<file path="src/core/gdp_pkg.sv">
// What this block does
// - Hardware clears pending bit within 40 ms
// - Preview off: written registers have no effect
// - Preview on: written values steer the driver
// - Preview off again: reload stored values, restart
// - Serial port needs alarm pin and select low
// - Serial traffic blocks forward drive path
// - Select low forces both alarm pins high
// - Listed faults force the driver off
// - Primary supply lockout stops drive, gate low
// - Fault uses soft turn-off, alarm low except for gate low fault
// - No Miller clamp while fault active
// - Overcurrent starts two-level turn-off, confirm fault
// - Overcurrent gone early: turn on again, reset
// - Threshold fixed 2 V or temperature ramp
// - Two-level pulls gate down to plateau, holds
// - Clamp latches below 2 V until input rises
// - Secondary shutdown above 150, exit below 130
// - Primary shutdown above 154, exit below 135
// - Active short ORed with drive, hysteresis comparator
// - Serial memory access stays open during short
// - Main alarm held at least 20 ms
package gdp_pkg;

	// Clock and timing
	localparam int CLK_HZ = 100_000_000;
	localparam int CYC_PER_MS = CLK_HZ / 1000;
	localparam int PROG_MAX_MS = 40;
	localparam int PROG_MAX_CYCLES = PROG_MAX_MS * CYC_PER_MS;
	localparam int ALARM_LATCH_MS = 20;
	localparam int ALARM_LATCH_CYCLES = ALARM_LATCH_MS * CYC_PER_MS;
	localparam int OC_CONFIRM_NS = 2000;
	localparam int OC_CONFIRM_CYCLES = OC_CONFIRM_NS / (1_000_000_000 / CLK_HZ);
	localparam int SYNC_STAGES = 2;

	// Bit positions of the synchronised pin and comparator vector
	localparam int IN_DRIVE = 0;
	localparam int IN_CS_N = 1;
	localparam int IN_UV_PIN = 2;
	localparam int IN_OCA_FIXED = 3;
	localparam int IN_OCA_RAMP = 4;
	localparam int IN_OCB_FIXED = 5;
	localparam int IN_OCB_RAMP = 6;
	localparam int IN_GATE_PLATEAU = 7;
	localparam int IN_GATE_CLAMP = 8;
	localparam int IN_SEC_HOT = 9;
	localparam int IN_SEC_COOL = 10;
	localparam int IN_PRI_HOT = 11;
	localparam int IN_PRI_COOL = 12;
	localparam int IN_ASC_RISE = 13;
	localparam int IN_ASC_FALL = 14;
	localparam int IN_REMOTE_OT = 15;
	localparam int IN_GATE_LOW = 16;
	localparam int IN_SEC_LOCKOUT = 17;
	localparam int IN_PRI_LOCKOUT = 18;
	localparam int IN_MEM_ERR = 19;
	localparam int IN_COUNT = 20;

	// Overcurrent turn-off sequence
	typedef enum logic [2:0] {
		OC_NORMAL = 3'h1,
		OC_TWO_LEVEL = 3'h2,
		OC_FAULT = 3'h4
	} gdp_oc_state_type;

endpackage

</file>
<file path="src/core/gdp_core.sv">
// Gate driver control and protection core
module gdp_core
	import gdp_pkg::*;
#(
	parameter int PROG_TIMEOUT_CYCLES = PROG_MAX_CYCLES,
	parameter int ALARM_HOLD_CYCLES = ALARM_LATCH_CYCLES,
	parameter int OC_CONFIRM = OC_CONFIRM_CYCLES
) (
	input wire logic ref_clk,
	input wire logic reset,
	input wire logic drive_in,
	input wire logic chip_select_n,
	input wire logic undervoltage_alarm_in,
	input wire logic current_sense_a_fixed,
	input wire logic current_sense_a_ramp,
	input wire logic current_sense_b_fixed,
	input wire logic current_sense_b_ramp,
	input wire logic gate_above_plateau,
	input wire logic gate_above_clamp,
	input wire logic sec_temp_above_high,
	input wire logic sec_temp_below_low,
	input wire logic pri_temp_above_high,
	input wire logic pri_temp_below_low,
	input wire logic active_short_above_rise,
	input wire logic active_short_below_fall,
	input wire logic remote_overtemperature_fault,
	input wire logic gate_low_fault,
	input wire logic secondary_supply_lockout,
	input wire logic primary_supply_lockout,
	input wire logic memory_error,
	input wire logic program_pending_set,
	input wire logic nvm_write_done,
	input wire logic trim_preview_enable,
	input wire logic threshold_fixed_stored,
	input wire logic threshold_fixed_preview,
	output logic program_pending_bit,
	output logic nvm_write_start,
	output logic nvm_reload,
	output logic threshold_fixed_select,
	output logic serial_port_active,
	output logic gate_turn_on,
	output logic gate_turn_off,
	output logic gate_soft_off,
	output logic two_level_hold,
	output logic miller_clamp_on,
	output logic main_alarm_n,
	output logic driver_alarm_out_oe,
	output logic undervoltage_alarm_out_oe,
	output logic active_short_command,
	output logic thermal_shutdown
);

	localparam int PW = $clog2(PROG_TIMEOUT_CYCLES + 1);
	localparam int LW = $clog2(ALARM_HOLD_CYCLES + 1);
	localparam int OW = $clog2(OC_CONFIRM + 1);
	localparam logic [PW-1:0] PROG_LAST = PW'(PROG_TIMEOUT_CYCLES - 1);
	localparam logic [LW-1:0] LATCH_LOAD = LW'(ALARM_HOLD_CYCLES);
	localparam logic [OW-1:0] OC_LAST = OW'(OC_CONFIRM - 1);

	generate
		if (PROG_TIMEOUT_CYCLES < 1 || ALARM_HOLD_CYCLES < 1 ||
				OC_CONFIRM < 1) begin : g_bad_counts
			$error("gdp_core: cycle counts must be at least 1");
		end
	endgenerate

	typedef struct packed {
		gdp_oc_state_type oc_state;
		logic [OW-1:0] oc_cnt;
		logic [LW-1:0] latch_cnt;
		logic [PW-1:0] prog_cnt;
		logic prog_pend;
		logic nvm_start;
		logic nvm_reload;
		logic preview_prev;
		logic thr_fixed;
		logic sec_tsd;
		logic pri_tsd;
		logic asc_on;
		logic clamp;
		logic cmd_prev;
		logic spi_active;
		logic turn_on;
		logic turn_off;
		logic soft_off;
		logic two_level;
		logic alarm_n;
		logic drv_oe;
		logic uv_oe;
	} gdp_core_state_type;

	gdp_core_state_type state_r;
	gdp_core_state_type state_nxt;

	logic [IN_COUNT-1:0] raw_in;
	logic [IN_COUNT-1:0] syn;

	// Pins and comparator results enter through two flip-flops
	// Select, alarm wire and clamp compare enter inverted, so the cleared
	// synchroniser reads as idle after reset and fakes no session or latch
	assign raw_in[IN_DRIVE] = drive_in;
	assign raw_in[IN_CS_N] = !chip_select_n;
	assign raw_in[IN_UV_PIN] = !undervoltage_alarm_in;
	assign raw_in[IN_OCA_FIXED] = current_sense_a_fixed;
	assign raw_in[IN_OCA_RAMP] = current_sense_a_ramp;
	assign raw_in[IN_OCB_FIXED] = current_sense_b_fixed;
	assign raw_in[IN_OCB_RAMP] = current_sense_b_ramp;
	assign raw_in[IN_GATE_PLATEAU] = gate_above_plateau;
	assign raw_in[IN_GATE_CLAMP] = !gate_above_clamp;
	assign raw_in[IN_SEC_HOT] = sec_temp_above_high;
	assign raw_in[IN_SEC_COOL] = sec_temp_below_low;
	assign raw_in[IN_PRI_HOT] = pri_temp_above_high;
	assign raw_in[IN_PRI_COOL] = pri_temp_below_low;
	assign raw_in[IN_ASC_RISE] = active_short_above_rise;
	assign raw_in[IN_ASC_FALL] = active_short_below_fall;
	assign raw_in[IN_REMOTE_OT] = remote_overtemperature_fault;
	assign raw_in[IN_GATE_LOW] = gate_low_fault;
	assign raw_in[IN_SEC_LOCKOUT] = secondary_supply_lockout;
	assign raw_in[IN_PRI_LOCKOUT] = primary_supply_lockout;
	assign raw_in[IN_MEM_ERR] = memory_error;

	gdp_sync #(
		.WIDTH(IN_COUNT)
	) u_sync (
		.ref_clk(ref_clk),
		.reset(reset),
		.async_in(raw_in),
		.sync_out(syn)
	);

	// Hysteresis latch: set by the upper comparator, cleared by the lower
	function automatic logic hyst(input logic cur, input logic above,
			input logic below);
		hyst = above ? 1'b1 : (below ? 1'b0 : cur);
	endfunction

	// Working signals of the next-state logic
	logic spi_now;
	logic thr_fixed_now;
	logic oc_now;
	logic latched_fault;
	logic fault_now;
	logic fault_hold;
	logic fwd_cmd;
	logic cmd;
	logic cmd_rise;
	logic prog_done;

	always_comb begin
		state_nxt = state_r;
		spi_now = 1'b0;
		thr_fixed_now = 1'b0;
		oc_now = 1'b0;
		latched_fault = 1'b0;
		fault_now = 1'b0;
		fault_hold = 1'b0;
		fwd_cmd = 1'b0;
		cmd = 1'b0;
		cmd_rise = 1'b0;
		prog_done = 1'b0;

		// Serial port: select low and alarm pin low, pin not our own pull
		spi_now = syn[IN_CS_N] && syn[IN_UV_PIN] &&
			!state_r.uv_oe;
		state_nxt.spi_active = spi_now;

		// Memory write handshake; a set while the bit is pending is ignored
		state_nxt.nvm_start = program_pending_set && !state_r.prog_pend;
		prog_done = nvm_write_done ||
			(state_r.prog_pend && state_r.prog_cnt == PROG_LAST);
		if (program_pending_set && !state_r.prog_pend) begin
			state_nxt.prog_pend = 1'b1;
			state_nxt.prog_cnt = '0;
		end else if (state_r.prog_pend && prog_done) begin
			state_nxt.prog_pend = 1'b0;
			state_nxt.prog_cnt = '0;
		end else if (state_r.prog_pend) begin
			state_nxt.prog_cnt = state_r.prog_cnt + PW'(1);
		end

		// Settings source: stored values unless preview is on
		thr_fixed_now = trim_preview_enable ? threshold_fixed_preview
			: threshold_fixed_stored;
		state_nxt.thr_fixed = thr_fixed_now;
		state_nxt.preview_prev = trim_preview_enable;
		state_nxt.nvm_reload = state_r.preview_prev &&
			!trim_preview_enable;

		// Threshold choice for both sense inputs
		oc_now = thr_fixed_now
			? (syn[IN_OCA_FIXED] || syn[IN_OCB_FIXED])
			: (syn[IN_OCA_RAMP] || syn[IN_OCB_RAMP]);

		// Thermal shutdowns and active short with hysteresis
		state_nxt.sec_tsd = hyst(state_r.sec_tsd, syn[IN_SEC_HOT],
			syn[IN_SEC_COOL]);
		state_nxt.pri_tsd = hyst(state_r.pri_tsd, syn[IN_PRI_HOT],
			syn[IN_PRI_COOL]);
		state_nxt.asc_on = hyst(state_r.asc_on, syn[IN_ASC_RISE],
			syn[IN_ASC_FALL]);

		// Faults that latch the main alarm
		latched_fault = state_r.sec_tsd || syn[IN_REMOTE_OT] ||
			syn[IN_SEC_LOCKOUT] || syn[IN_MEM_ERR] ||
			state_r.oc_state == OC_FAULT;
		fault_now = latched_fault || syn[IN_GATE_LOW];
		if (latched_fault) begin
			state_nxt.latch_cnt = LATCH_LOAD;
		end else if (state_r.latch_cnt != '0) begin
			state_nxt.latch_cnt = state_r.latch_cnt - LW'(1);
		end
		fault_hold = fault_now || state_r.latch_cnt != '0;

		// Forward path, blocked by serial traffic and primary shutdowns
		fwd_cmd = syn[IN_DRIVE] && !spi_now && !syn[IN_PRI_LOCKOUT] &&
			!state_r.pri_tsd;
		cmd = fwd_cmd || state_r.asc_on;
		state_nxt.cmd_prev = cmd;
		cmd_rise = cmd && !state_r.cmd_prev;

		// Overcurrent two-level turn-off and confirm timer
		unique case (state_r.oc_state)
			OC_NORMAL: begin
				state_nxt.oc_cnt = '0;
				if (oc_now && cmd && !fault_hold) begin
					state_nxt.oc_state = OC_TWO_LEVEL;
				end
			end
			OC_TWO_LEVEL: begin
				if (!oc_now) begin
					state_nxt.oc_state = OC_NORMAL;
					state_nxt.oc_cnt = '0;
				end else if (state_r.oc_cnt == OC_LAST) begin
					state_nxt.oc_state = OC_FAULT;
					state_nxt.oc_cnt = '0;
				end else begin
					state_nxt.oc_cnt = state_r.oc_cnt + OW'(1);
				end
			end
			OC_FAULT: begin
				state_nxt.oc_cnt = '0;
				if (!oc_now) begin
					state_nxt.oc_state = OC_NORMAL;
				end
			end
			default: begin
				state_nxt.oc_state = OC_NORMAL;
				state_nxt.oc_cnt = '0;
			end
		endcase
		if (state_nxt.nvm_reload) begin
			state_nxt.oc_state = OC_NORMAL;
			state_nxt.oc_cnt = '0;
		end

		// Gate stage outputs
		state_nxt.two_level = state_r.oc_state == OC_TWO_LEVEL &&
			!fault_hold;
		state_nxt.soft_off = fault_hold;
		state_nxt.turn_on = cmd && !fault_hold &&
			state_r.oc_state == OC_NORMAL;
		if (fault_hold) begin
			state_nxt.turn_off = 1'b0;
		end else if (state_r.oc_state == OC_TWO_LEVEL) begin
			state_nxt.turn_off = syn[IN_GATE_PLATEAU];
		end else begin
			state_nxt.turn_off = !cmd;
		end

		// Miller clamp: latch below threshold, release on rising input
		if (fault_hold || cmd_rise || cmd) begin
			state_nxt.clamp = 1'b0;
		end else if (syn[IN_GATE_CLAMP]) begin
			state_nxt.clamp = 1'b1;
		end

		// Alarm pins; driver and undervoltage pins muted while select is low
		state_nxt.alarm_n = !(latched_fault ||
			state_r.latch_cnt != '0);
		state_nxt.drv_oe = !syn[IN_CS_N] && (syn[IN_GATE_LOW] ||
			syn[IN_MEM_ERR] || state_r.oc_state == OC_FAULT ||
			state_r.asc_on);
		state_nxt.uv_oe = !syn[IN_CS_N] && (syn[IN_GATE_LOW] ||
			syn[IN_SEC_LOCKOUT]);
	end

	// Reset brings the gate to a defined off state
	always_ff @(posedge ref_clk) begin
		if (reset) begin
			state_r <= '0;
			state_r.oc_state <= OC_NORMAL;
			state_r.alarm_n <= 1'b1;
			state_r.turn_off <= 1'b1;
		end else begin
			state_r <= state_nxt;
		end
	end

	// Every output is a field of the state register
	assign program_pending_bit = state_r.prog_pend;
	assign nvm_write_start = state_r.nvm_start;
	assign nvm_reload = state_r.nvm_reload;
	assign threshold_fixed_select = state_r.thr_fixed;
	assign serial_port_active = state_r.spi_active;
	assign gate_turn_on = state_r.turn_on;
	assign gate_turn_off = state_r.turn_off;
	assign gate_soft_off = state_r.soft_off;
	assign two_level_hold = state_r.two_level;
	assign miller_clamp_on = state_r.clamp;
	assign main_alarm_n = state_r.alarm_n;
	assign driver_alarm_out_oe = state_r.drv_oe;
	assign undervoltage_alarm_out_oe = state_r.uv_oe;
	assign active_short_command = state_r.asc_on;
	assign thermal_shutdown = state_r.sec_tsd;

endmodule

</file>
<file path="src/core/gdp_sync.sv">
// Two-stage synchroniser for a vector of independent levels
module gdp_sync #(
	parameter int WIDTH = 1
) (
	input wire logic ref_clk,
	input wire logic reset,
	input wire logic [WIDTH-1:0] async_in,
	output logic [WIDTH-1:0] sync_out
);

	typedef struct packed {
		logic [WIDTH-1:0] stage1;
		logic [WIDTH-1:0] stage2;
	} gdp_sync_state_type;

	gdp_sync_state_type state_r;
	gdp_sync_state_type state_nxt;

	generate
		if (WIDTH < 1) begin : g_bad_width
			$error("gdp_sync: WIDTH must be at least 1");
		end
	endgenerate

	// Stage one feeds only stage two
	always_comb begin
		state_nxt = state_r;
		state_nxt.stage1 = async_in;
		state_nxt.stage2 = state_r.stage1;
	end

	always_ff @(posedge ref_clk) begin
		if (reset) begin
			state_r <= '0;
		end else begin
			state_r <= state_nxt;
		end
	end

	assign sync_out = state_r.stage2;

endmodule

</file>
<file path="config.mk">
export PLATFORM = sky130hd
export DESIGN_NAME = gdp_core
export DESIGN_NICKNAME = d
export VERILOG_FILES = /design/src/core/gdp_pkg.sv /design/src/core/gdp_core.sv /design/src/core/gdp_sync.sv
export SDC_FILE = /design/constraint.sdc
export NUM_CORES = 1
export LEC_CHECK = 0
export BUFFER_PORTS_ARGS = -buffer_cell sky130_fd_sc_hd__buf_2
export CAP_MARGIN = 15
export CORE_UTILIZATION = 35
export CTS_CLUSTER_SIZE = 12
export DETAILED_ROUTE_END_ITERATION = 10
export PLACE_DENSITY_LB_ADDON = 0.05
export SYNTH_ARGS = -nofsm -noshare
export SYNTH_HDL_FRONTEND = slang
export SYNTH_HIERARCHICAL = 1
export SYNTH_SLANG_ARGS = --single-unit
</file>
<file path="constraint.sdc">
create_clock -name ref_clk -period 5.6 [get_ports ref_clk]
set_input_delay 1.12 -clock ref_clk [delete_from_list [all_inputs] [get_ports ref_clk]]
set_output_delay 1.12 -clock ref_clk [all_outputs]
set_load 0.05 [all_outputs]
</file>
Word-level counts from Yosys, hierarchy flattened
Cells that the tools add are included.
{ "op_classes": {"n_reduce_logical": 59, "magnitude_cmp": 0, "bitwise_logic": 0, "div_mod_pow": 0, "muxes": 20, "addsub": 3, "multipliers": 0, "eq_ne": 8, "n_shift": 0} }
{ "ops": {"columns": ["op", "n"], "rows": [
  ["two-way mux 21 bit", 2],
  ["one-hot mux 11 bit (3 select lines)", 1],
  ["adder 22 x 1 -> 22 bit, second input constant", 1],
  ["equality test 22 bit, second input constant", 1],
  ["nonzero test 21 bit", 1],
  ["subtractor 21 x 1 -> 21 bit, second input constant", 1],
  ["logical AND 1 bit", 17],
  ["logical OR 1 bit", 17],
  ["logical NOT 1 bit", 14],
  ["two-way mux 1 bit", 12],
  ["two-way mux 11 bit", 1],
  ["nonzero test 2 bit", 5],
  ["two-way mux 3 bit", 3],
  ["adder 8 x 1 -> 8 bit, second input constant", 1],
  ["equality test 8 bit, second input constant", 1],
  ["two-way mux 8 bit", 1],
  ["OR reduction 2 bit", 3],
  ["inequality test 2 bit, second input constant", 2],
  ["equality test 3 x 1 -> 1 bit, second input constant", 1],
  ["equality test 3 x 2 -> 1 bit, second input constant", 1],
  ["equality test 3 bit, second input constant", 1],
  ["inequality test 3 bit, second input constant", 1],
  ["AND reduction 3 bit", 1],
  ["OR reduction 3 bit", 1]
]} }
{ "totals": {"ram_bits": 0, "mem_count": 0, "mem_bits_ro": 0, "latchBits": 0, "ff_bits": 112, "elab_cells": 115} }

Longest topological paths before layout
Gate-level depths: netlist of the first run.
{ "logic_depth": {"word_depth": 11, "mapped_depth": 8} }

Modules after synthesis
Netlist of the first run, hierarchy kept.
{ "by_module_without_submodules": {"columns": ["mod", "n_inst", "seq_area_each_um2", "area_per_inst_um2", "cells_each"], "rows": [
  ["gdp_core", 1, 1421.4, 3170.5, 349],
  ["gdp_sync", 1, 800.8, 1156.1, 84]
]} }

Least setup slack after synthesis of the first run
No wires, ideal clock.
{ "synth_timing": {"kind": "input to register", "startpoint": "input port trim_preview_enable", "endpoint": "register state_r[64] (netlist bit)", "slack_ns": 3.549, "setup_time_ns": 0.065, "arrival_time_ns": 1.986, "stages": 5, "path_cell_list": "mux2i_1 > mux2i_1 > and3_1 > nand2_1 > nor2_1"} }
{ "synth_between": {"elab_chain_len": 4} }
{ "synth_rtl": {"columns": ["element", "line", "rtl"], "rows": [
  ["from (decl)", "gdp_core.sv:33", "input wire logic trim_preview_enable,"],
  ["two-way mux 1 bit", "gdp_core.sv:182", "thr_fixed_now = trim_preview_enable ? threshold_fixed_preview"],
  ["two-way mux 1 bit", "gdp_core.sv:191", "? (syn[IN_OCA_FIXED] || syn[IN_OCB_FIXED])"],
  ["two-way mux 11 bit", "gdp_core.sv:230", "if (!oc_now) begin"],
  ["one-hot mux 11 bit (3 select lines)", "gdp_core.sv:222", "unique case (state_r.oc_state)"],
  ["to (signal assigned)", "gdp_core.sv:295", "state_r <= state_nxt;"],
  ["to (decl)", "gdp_core.sv:92", "gdp_core_state_type state_r;"]
]} }
Parallel ways exist; a longest one is shown, timed or not.
A chain may end at the register's enable or synchronous reset.

Final worst setup path of the first run
{ "layout_timing": {"startpoint": "register state_r[22] (netlist bit)", "endpoint": "register state_r[31] (netlist bit)"} }
{ "layout_between": {"elab_chain_len": 5} }
{ "layout_rtl": {"columns": ["element"], "rows": [
  ["branches (longest 5 deep; another with adder 22 x 1 -> 22 bit)"]
]} }
Several ways; the timed one is not identified.

==> results of run 1 <==
-- final cells by class --
class	count	area share, %
Multi-Input combinational cell	290	39.7
Inverter	15	1.14
Clock buffer	10	4.85
Tap cell	147	3.73
Timing Repair Buffer	42	4.32
Sequential cell	111	45.1
Clock inverter	6	1.22
-- flip-flops by register name (all words and copies together) (netlist names) --
register / cells
main_alarm_n: 1
gate_turn_on: 1
two_level_hold: 1
nvm_reload: 1
gate_turn_off: 1
state_r: 56
undervoltage_alarm_out_oe: 1
threshold_fixed_select: 1
serial_port_active: 1
driver_alarm_out_oe: 1
gate_soft_off: 1
thermal_shutdown: 1
miller_clamp_on: 1
u_sync/state_nxt: 20
active_short_command: 1
program_pending_bit: 1
u_sync/sync_out: 20
nvm_write_start: 1
-- cells in the final DEF, fill, tap and decap left out, types with 10 or more instances in the layout --
master / instances
nand3_1: 10
buf_2: 41
xor2_1: 16
dfxtp_1: 111
xnor2_1: 26
inv_1: 15
nor2_1: 62
nor2b_1: 11
a21oi_1: 16
nand2_1: 16
nor2b_2: 30
-- synth_stat cells, types with 5 or more instances --
cell        n  area share, %
xor2_1     16            3.2
nor3_1      8           0.93
nor2b_1    11            1.6
nor4_1      9            1.3
a21oi_1    16            1.9
nand2b_1    8            1.2
xnor2_1    26            5.3
and3_1      7            1.0
clkbuf_1    6           0.52
nand2_1    16            1.4
nand3_1    10            1.2
nor2b_2    30            6.1
or3_1       5           0.72
nand4_1     6           0.87
inv_1      15            1.3
nor2_1     62            5.4
dfxtp_1   111             51
-- report_power, final --
part / internal (mW) / total, mW / switching (mW) / leakage [nW]
Sequential: 0.836 / 0.873 / 0.0373 / 0.910
Clock: 0.324 / 0.632 / 0.308 / 0.147
Combinational: 0.131 / 0.301 / 0.170 / 0.798
Total: 1.29 / 1.81 / 0.516 / 1.85
-- worst reg2reg max path, cell delays in order (launching register included) --
cell and delay, ns:
dfxtp_1 0.39, and4_1 0.33, nand4_1 0.13, o311ai_0 0.57
a21o_1 0.68, nor2_1 0.12
-- final timing paths --
kind | slack [ns] | endpoint
setup / recovery | 3.25 | state_r[31]
hold / removal | 0.44 | u_sync/sync_out[14]
setup reg to reg | 3.25 | state_r[31]
hold reg to reg | 0.44 | u_sync/sync_out[14]
-- metrics by stage --
stage | power [mW] | hold slack, ns
after floorplan | 1.14 | 0.413
after global placement | 1.20 | 0.418
after detailed placement | 1.20 | 0.420
after CTS | 1.84 | 0.443
after global routing | 1.90 | 0.456
final | 1.81 | 0.438
-- cells by family (layout without fill, tap and decap cells) --
family | Yosys count | count (layout)
AO/OA/AOI/OAI | 33 | 33
XOR/XNOR | 42 | 42
flip-flops | 111 | 111
adder cells (fa/ha/maj) | 4 | 4
buffers and inverters | 32 | 73
AND/OR/NAND/NOR | 207 | 207
multiplexers | 4 | 4
-- per-layer routing --
layer	global-route usage (%)	vias up	wire [um]
met2	20.4	38	3500
met4	5.79	0	111
met3	4.93	8	301
li1	-	1522	-
met5	0	-	0
met1	17.0	1335	3890
==> flow_metrics.tcl, run 1 <==
set metrics [dict create \
    outcome "complete, no violations" \
    synth_edf_count 0 \
    synth-seq-cells 111 \
    fillers 1212 \
    worst_pin_slew_ns 0.734 \
    worst-path-stages 5 \
    yosysUniqueCellTypes 53 \
    antenna_found_initial 0 \
    max_stage_delay_ns 0.68 \
    cts_resized 0 \
    post-route-drc-count 0 \
    design_area_sq_mm 0.00493 \
    async_flop_share_pct 0 \
    grt_first_pass_wirelength_um 13300 \
    fin_ws_ns 3.25 \
    post-route-util_pct 41.0 \
    ios 42 \
    syn-num-nets 464 \
    finalSetupTns_ns 0 \
    cp-startpoint "state_r[22]" \
    cts.sinks 111 \
    synth_mux_area_share_pct 0.925 \
    port_buffers 41 \
    cap_viol_max_count 0 \
    rows 40 \
    start_util_pct 36.0 \
    drt-initial-drc-count 130 \
    multi_input_area_sq_mm 0.00195 \
    synth.cell_area_sq_mm 0.00433 \
    path_buf_inv 0 \
    grt_max_degree 42 \
    hold_buffers 0 \
    drt_wl_total_um 7800 \
    r2r_cells 5 \
    yosysWarnings 6 \
    synth-xor-area-share_pct 8.50 \
    ctsRootBufferMaster "clkbuf_16" \
    ys.flop_type "dfxtp_1" \
    drtPass1Iterations 4 \
    cts_tree "done" \
    clk_path_buf_depth 2 \
    post_cts_buffers 0 \
    fp.dieW_um 113 \
    drive_above_1_share_pct 21.5 \
    placed_area_sq_mm 0.00463 \
    max_freq_mhz 426 \
    die-height_um 113 \
    rsz0062_at_grt "no" \
    finalSetupViolCount 0 \
    cp_slowest_cell "a21o_1" \
    hpwl_um 5240 \
    crit_path_end_kind "flop" \
    holdCritPathClass "flop to flop" \
    grt_usage_pct 13.4 \
    drv_slew 0 \
    fin_skew_ns 0.0111 \
    cts_max_level 3 \
    clk_latency_ns 0.36 \
    via_per_inst 4.67 \
    leakage_nw 1.85 \
    avgSynthCellArea_sq_um 9.99 \
    clk_pin_slew_worst_paths_ns 0.07 \
    critPathRequiredTime_ns 5.82 \
    max_slew_margin_pct 51.0 \
    cp.arrival_ns 2.57 \
    worst_setup_path_start_kind "flop" \
    power.density_mw_per_mm2 367 \
    die-area_sq_mm 0.0128 \
    synthSimpleGateAreaFrac_pct 29.8 \
    first_global_vias 2740 \
    cp_top_family "compound AO/OA/AOI/OAI gates" \
    dp_cells 605 \
    layout.cells.non_filler 621 \
    hold_viol 0 \
    grt-ovfl-total 0 \
    synth_fa_ha_area_share_pct 1.16 \
    cp_max_fo 22 \
    place_congestion 0.720 \
    register_area_sq_mm 0.00222 \
    min-delay-start "u_sync/state_nxt[14]" \
    syn_inst 433 \
    antennaDiodeCount 0 \
    synth_compound_area_share_pct 4.80 \
    fin_nets 500 \
    area_delta_synth_final_pct 13.9 \
    pre_cts_ws_ns 3.09 \
    vias 2903 \
    vdd_drop_max_uv 278 \
    wl_per_cell_um 12.6 \
    fin_crit_sh_pct 41.9 \
    fin_crit_ns 2.35 \
    min_path_cells 1 \
    ant_nets 0 \
    core_sq_mm 0.0120 \
    synth_seq_area_share_pct 51.4 \
    r2r_start "state_r[22]" \
    path_class "flop to flop" \
    synth_top_family_by_area "simple AND/OR/NAND/NOR gates" \
    cp_cell_sequence "and4_1 > nand4_1 > o311ai_0 > a21o_1 > nor2_1" \
    cts_made_buffers 9 \
]
No activity file was read; power rests on OpenSTA's default activity.
==> run 2: changes to the inputs <==
--- a/config.mk
+++ b/config.mk
@@ -5,6 +5,7 @@
 export SDC_FILE = /design/constraint.sdc
 export NUM_CORES = 1
 export LEC_CHECK = 0
+export ABC_AREA = 1
 export BUFFER_PORTS_ARGS = -buffer_cell sky130_fd_sc_hd__buf_2
 export CAP_MARGIN = 15
 export CORE_UTILIZATION = 35
==> constraint.sdc (replaced) <==
create_clock -name ref_clk -period 2.3 [get_ports ref_clk]
set_input_delay 0.46 -clock ref_clk [delete_from_list [all_inputs] [get_ports ref_clk]]
set_output_delay 0.46 -clock ref_clk [all_outputs]
set_load 0.05 [all_outputs]
==> flow_metrics.tcl, run 2 <==
set metrics [dict create \
    yosysMostFrequentCell "nor2_1" \
    worst_hold_slack_ns 0.296 \
    register_area_sq_mm 0.00222 \
    cp_top_family "flip-flops" \
    start_util_pct 36.2 \
    netlist.area_leader.share_pct 48.2 \
    leakage_nw 2.36 \
    p_comb_share_pct 20.6 \
    r2r_cells 10 \
    cts.sinks 111 \
    rows 41 \
    cp_cell_sequence "buf_2" \
    ctsRootBufferMaster "clkbuf_16" \
    drt_wl_total_um 8890 \
    largest_reg_flops 56 \
    hold_buffers 0 \
    fin_nets 677 \
    max_slew_margin_pct 64.8 \
    cts_max_level 3 \
    grt-ovfl-total 0 \
    async_flop_share_pct 0 \
    hold_viol 0 \
    rrSetupSlack_ns 0.58 \
    power.density_mw_per_mm2 911 \
    cp-startpoint "program_pending_bit" \
    multi_input_area_sq_mm 0.00192 \
    crit_path_end_kind "primary output" \
    grt_first_pass_wirelength_um 15400 \
    hpwl_um 6570 \
    place_congestion 0.830 \
    ios 42 \
    synth_edf_count 0 \
    ys.flop_type "dfxtp_1" \
    post-route-util_pct 41.5 \
    ant_nets 0 \
    top_register "state_r" \
    drv_slew 0 \
    worst-path-stages 1 \
    fin_crit_sh_pct 75.1 \
    max_freq_mhz 579 \
    crit_end "program_pending_bit" \
    synth.cell_area_sq_mm 0.00461 \
    cts_resized 0 \
    grt_max_degree 24 \
    path_class "flop to primary output" \
    cts_made_buffers 9 \
    syn-num-nets 632 \
    p_int_mw 3.29 \
    layout.cells.most_common_list "141 x nor2_1, 111 x dfxtp_1, 96 x nand2_1" \
    synthTopCellsByCount "141 x nor2_1, 111 x dfxtp_1, 96 x nand2_1" \
    wl_per_cell_um 10.8 \
    cts_tree "done" \
    p_seq_share_pct 45.2 \
    cp_max_fo 9 \
    cp_slowest_cell "dfxtp_1" \
    drt-initial-drc-count 149 \
    r2r_start "state_r[18]" \
    port_buffers 41 \
    post_cts_buffers 0 \
    antenna_found_initial 0 \
    synth-seq-cells 111 \
    fin_skew_ns 0.00381 \
    clk_pin_slew_worst_paths_ns 0.08 \
    synth_area_leader_cell "dfxtp_1" \
    final_common_cell "nor2_1" \
    holdCritPathClass "input port to flop" \
    cp.arrival_ns 1.27 \
    die-height_um 117 \
    fp.dieW_um 117 \
    worst_setup_path_start_kind "flop" \
    fin_crit_ns 1.73 \
    yosysUniqueCellTypes 40 \
    drive_above_1_share_pct 15.4 \
    vdd_drop_max_uv 438 \
    first_global_vias 3314 \
    drtPass1Iterations 4 \
    antennaDiodeCount 0 \
    cap_viol_max_count 0 \
    critPathRequiredTime_ns 1.84 \
    die-area_sq_mm 0.0136 \
    outcome "complete, no violations" \
    core_sq_mm 0.0127 \
    synthTopCellsByArea "dfxtp_1 48%, nor2_1 11%, nand2_1 7.8%" \
    synth_seq_area_share_pct 48.2 \
    vias 3487 \
    path_buf_inv 1 \
    rsz0062_at_grt "no" \
    via_per_inst 4.24 \
    p_switching_mw 1.52 \
    finalSetupViolCount 0 \
    switching_share_pct 31.6 \
    grt_usage_pct 14.9 \
    yosysWarnings 6 \
    worst_pin_slew_ns 0.526 \
    worst_r2r_endpoint "state_r[33]" \
    max_stage_delay_ns 0.57 \
    clk_path_buf_depth 2 \
    finalSetupTns_ns 0 \
    avgSynthCellArea_sq_um 7.67 \
    post-route-drc-count 0 \
    syn_inst 601 \
    fillers 1356 \
    clkPwrFrac_pct 34.2 \
    area_delta_synth_final_pct 14.5 \
    clk_latency_ns 0.36 \
]
## run 2: cell type report
| type | instances | area share [%] |
|---|---|---|
| clock buffer | 9 | 4.27 |
| clock inverter | 7 | 1.73 |
| inverter | 95 | 6.76 |
| multi-input combinational | 383 | 36.4 |
| sequential | 111 | 42.1 |
| tap | 172 | 4.08 |
| timing repair buffer | 46 | 4.60 |
## run 2: logic make-up (layout without fill, tap and decap cells)
family	after synthesis	count (layout)	synth area share [%]
buf+inv	107	157	10.0
simple gates	321	321	31.3
flops	111	111	48.2
compound gates	27	27	3.37
fa+ha+maj	4	4	1.09
xor+xnor	30	30	5.70
mux	1	1	0.217
## run 2: how the worst min path moves through the flow
stage,startpoint,end,slack (ns),cells after the start
6_report,pri_temp_below_low,u_sync/state_nxt[12],0.30,3
3_5_place_dp,u_sync/state_nxt[10],u_sync/sync_out[10],0.39,2
3_3_place_gp,u_sync/state_nxt[14],u_sync/sync_out[14],0.39,2
2_1_floorplan,u_sync/state_nxt[0],u_sync/sync_out[0],0.39,2
5_1_grt,active_short_above_rise,u_sync/state_nxt[13],0.29,3
4_1_cts,active_short_below_fall,u_sync/state_nxt[14],0.28,3
## run 2: through the flow
step / area, sq um / power (mW) / cells / setup WS (ns)
floorplan: 4610 / 2.99 / 601 / 0.571
global placement: 4960 / 3.21 / 807 / 0.563
detailed placement: 4960 / 3.21 / 807 / 0.520
CTS: 5280 / 4.87 / 823 / 0.543
global route: 5280 / 5.09 / 823 / 0.422
finish: 5280 / 4.80 / 823 / 0.573
## run 2: power groups by stage
stage / combinational (mW) / clock (mW) / sequential (mW)
3_3_place_gp: 0.997 / 0 / 2.22
2_1_floorplan: 0.757 / 0 / 2.23
6_report: 0.988 / 1.64 / 2.17
4_1_cts: 0.996 / 1.70 / 2.17
5_1_grt: 1.13 / 1.76 / 2.19
3_5_place_dp: 0.990 / 0 / 2.22
## run 2: routing by layer
metal	part of all wire [%]	track usage, %	vias up	wire [um]
met5	0	0	-	0
li1	-	-	1907	-
met3	4.3	5.09	12	385
met2	45	24.3	50	4040
met4	1.8	5.40	0	158
met1	48	18.1	1518	4310
## run 2: worst min-delay path: stages
cell and delay (ns):
buf_2 0.07, inv_1 0.03, nor2_1 0.06
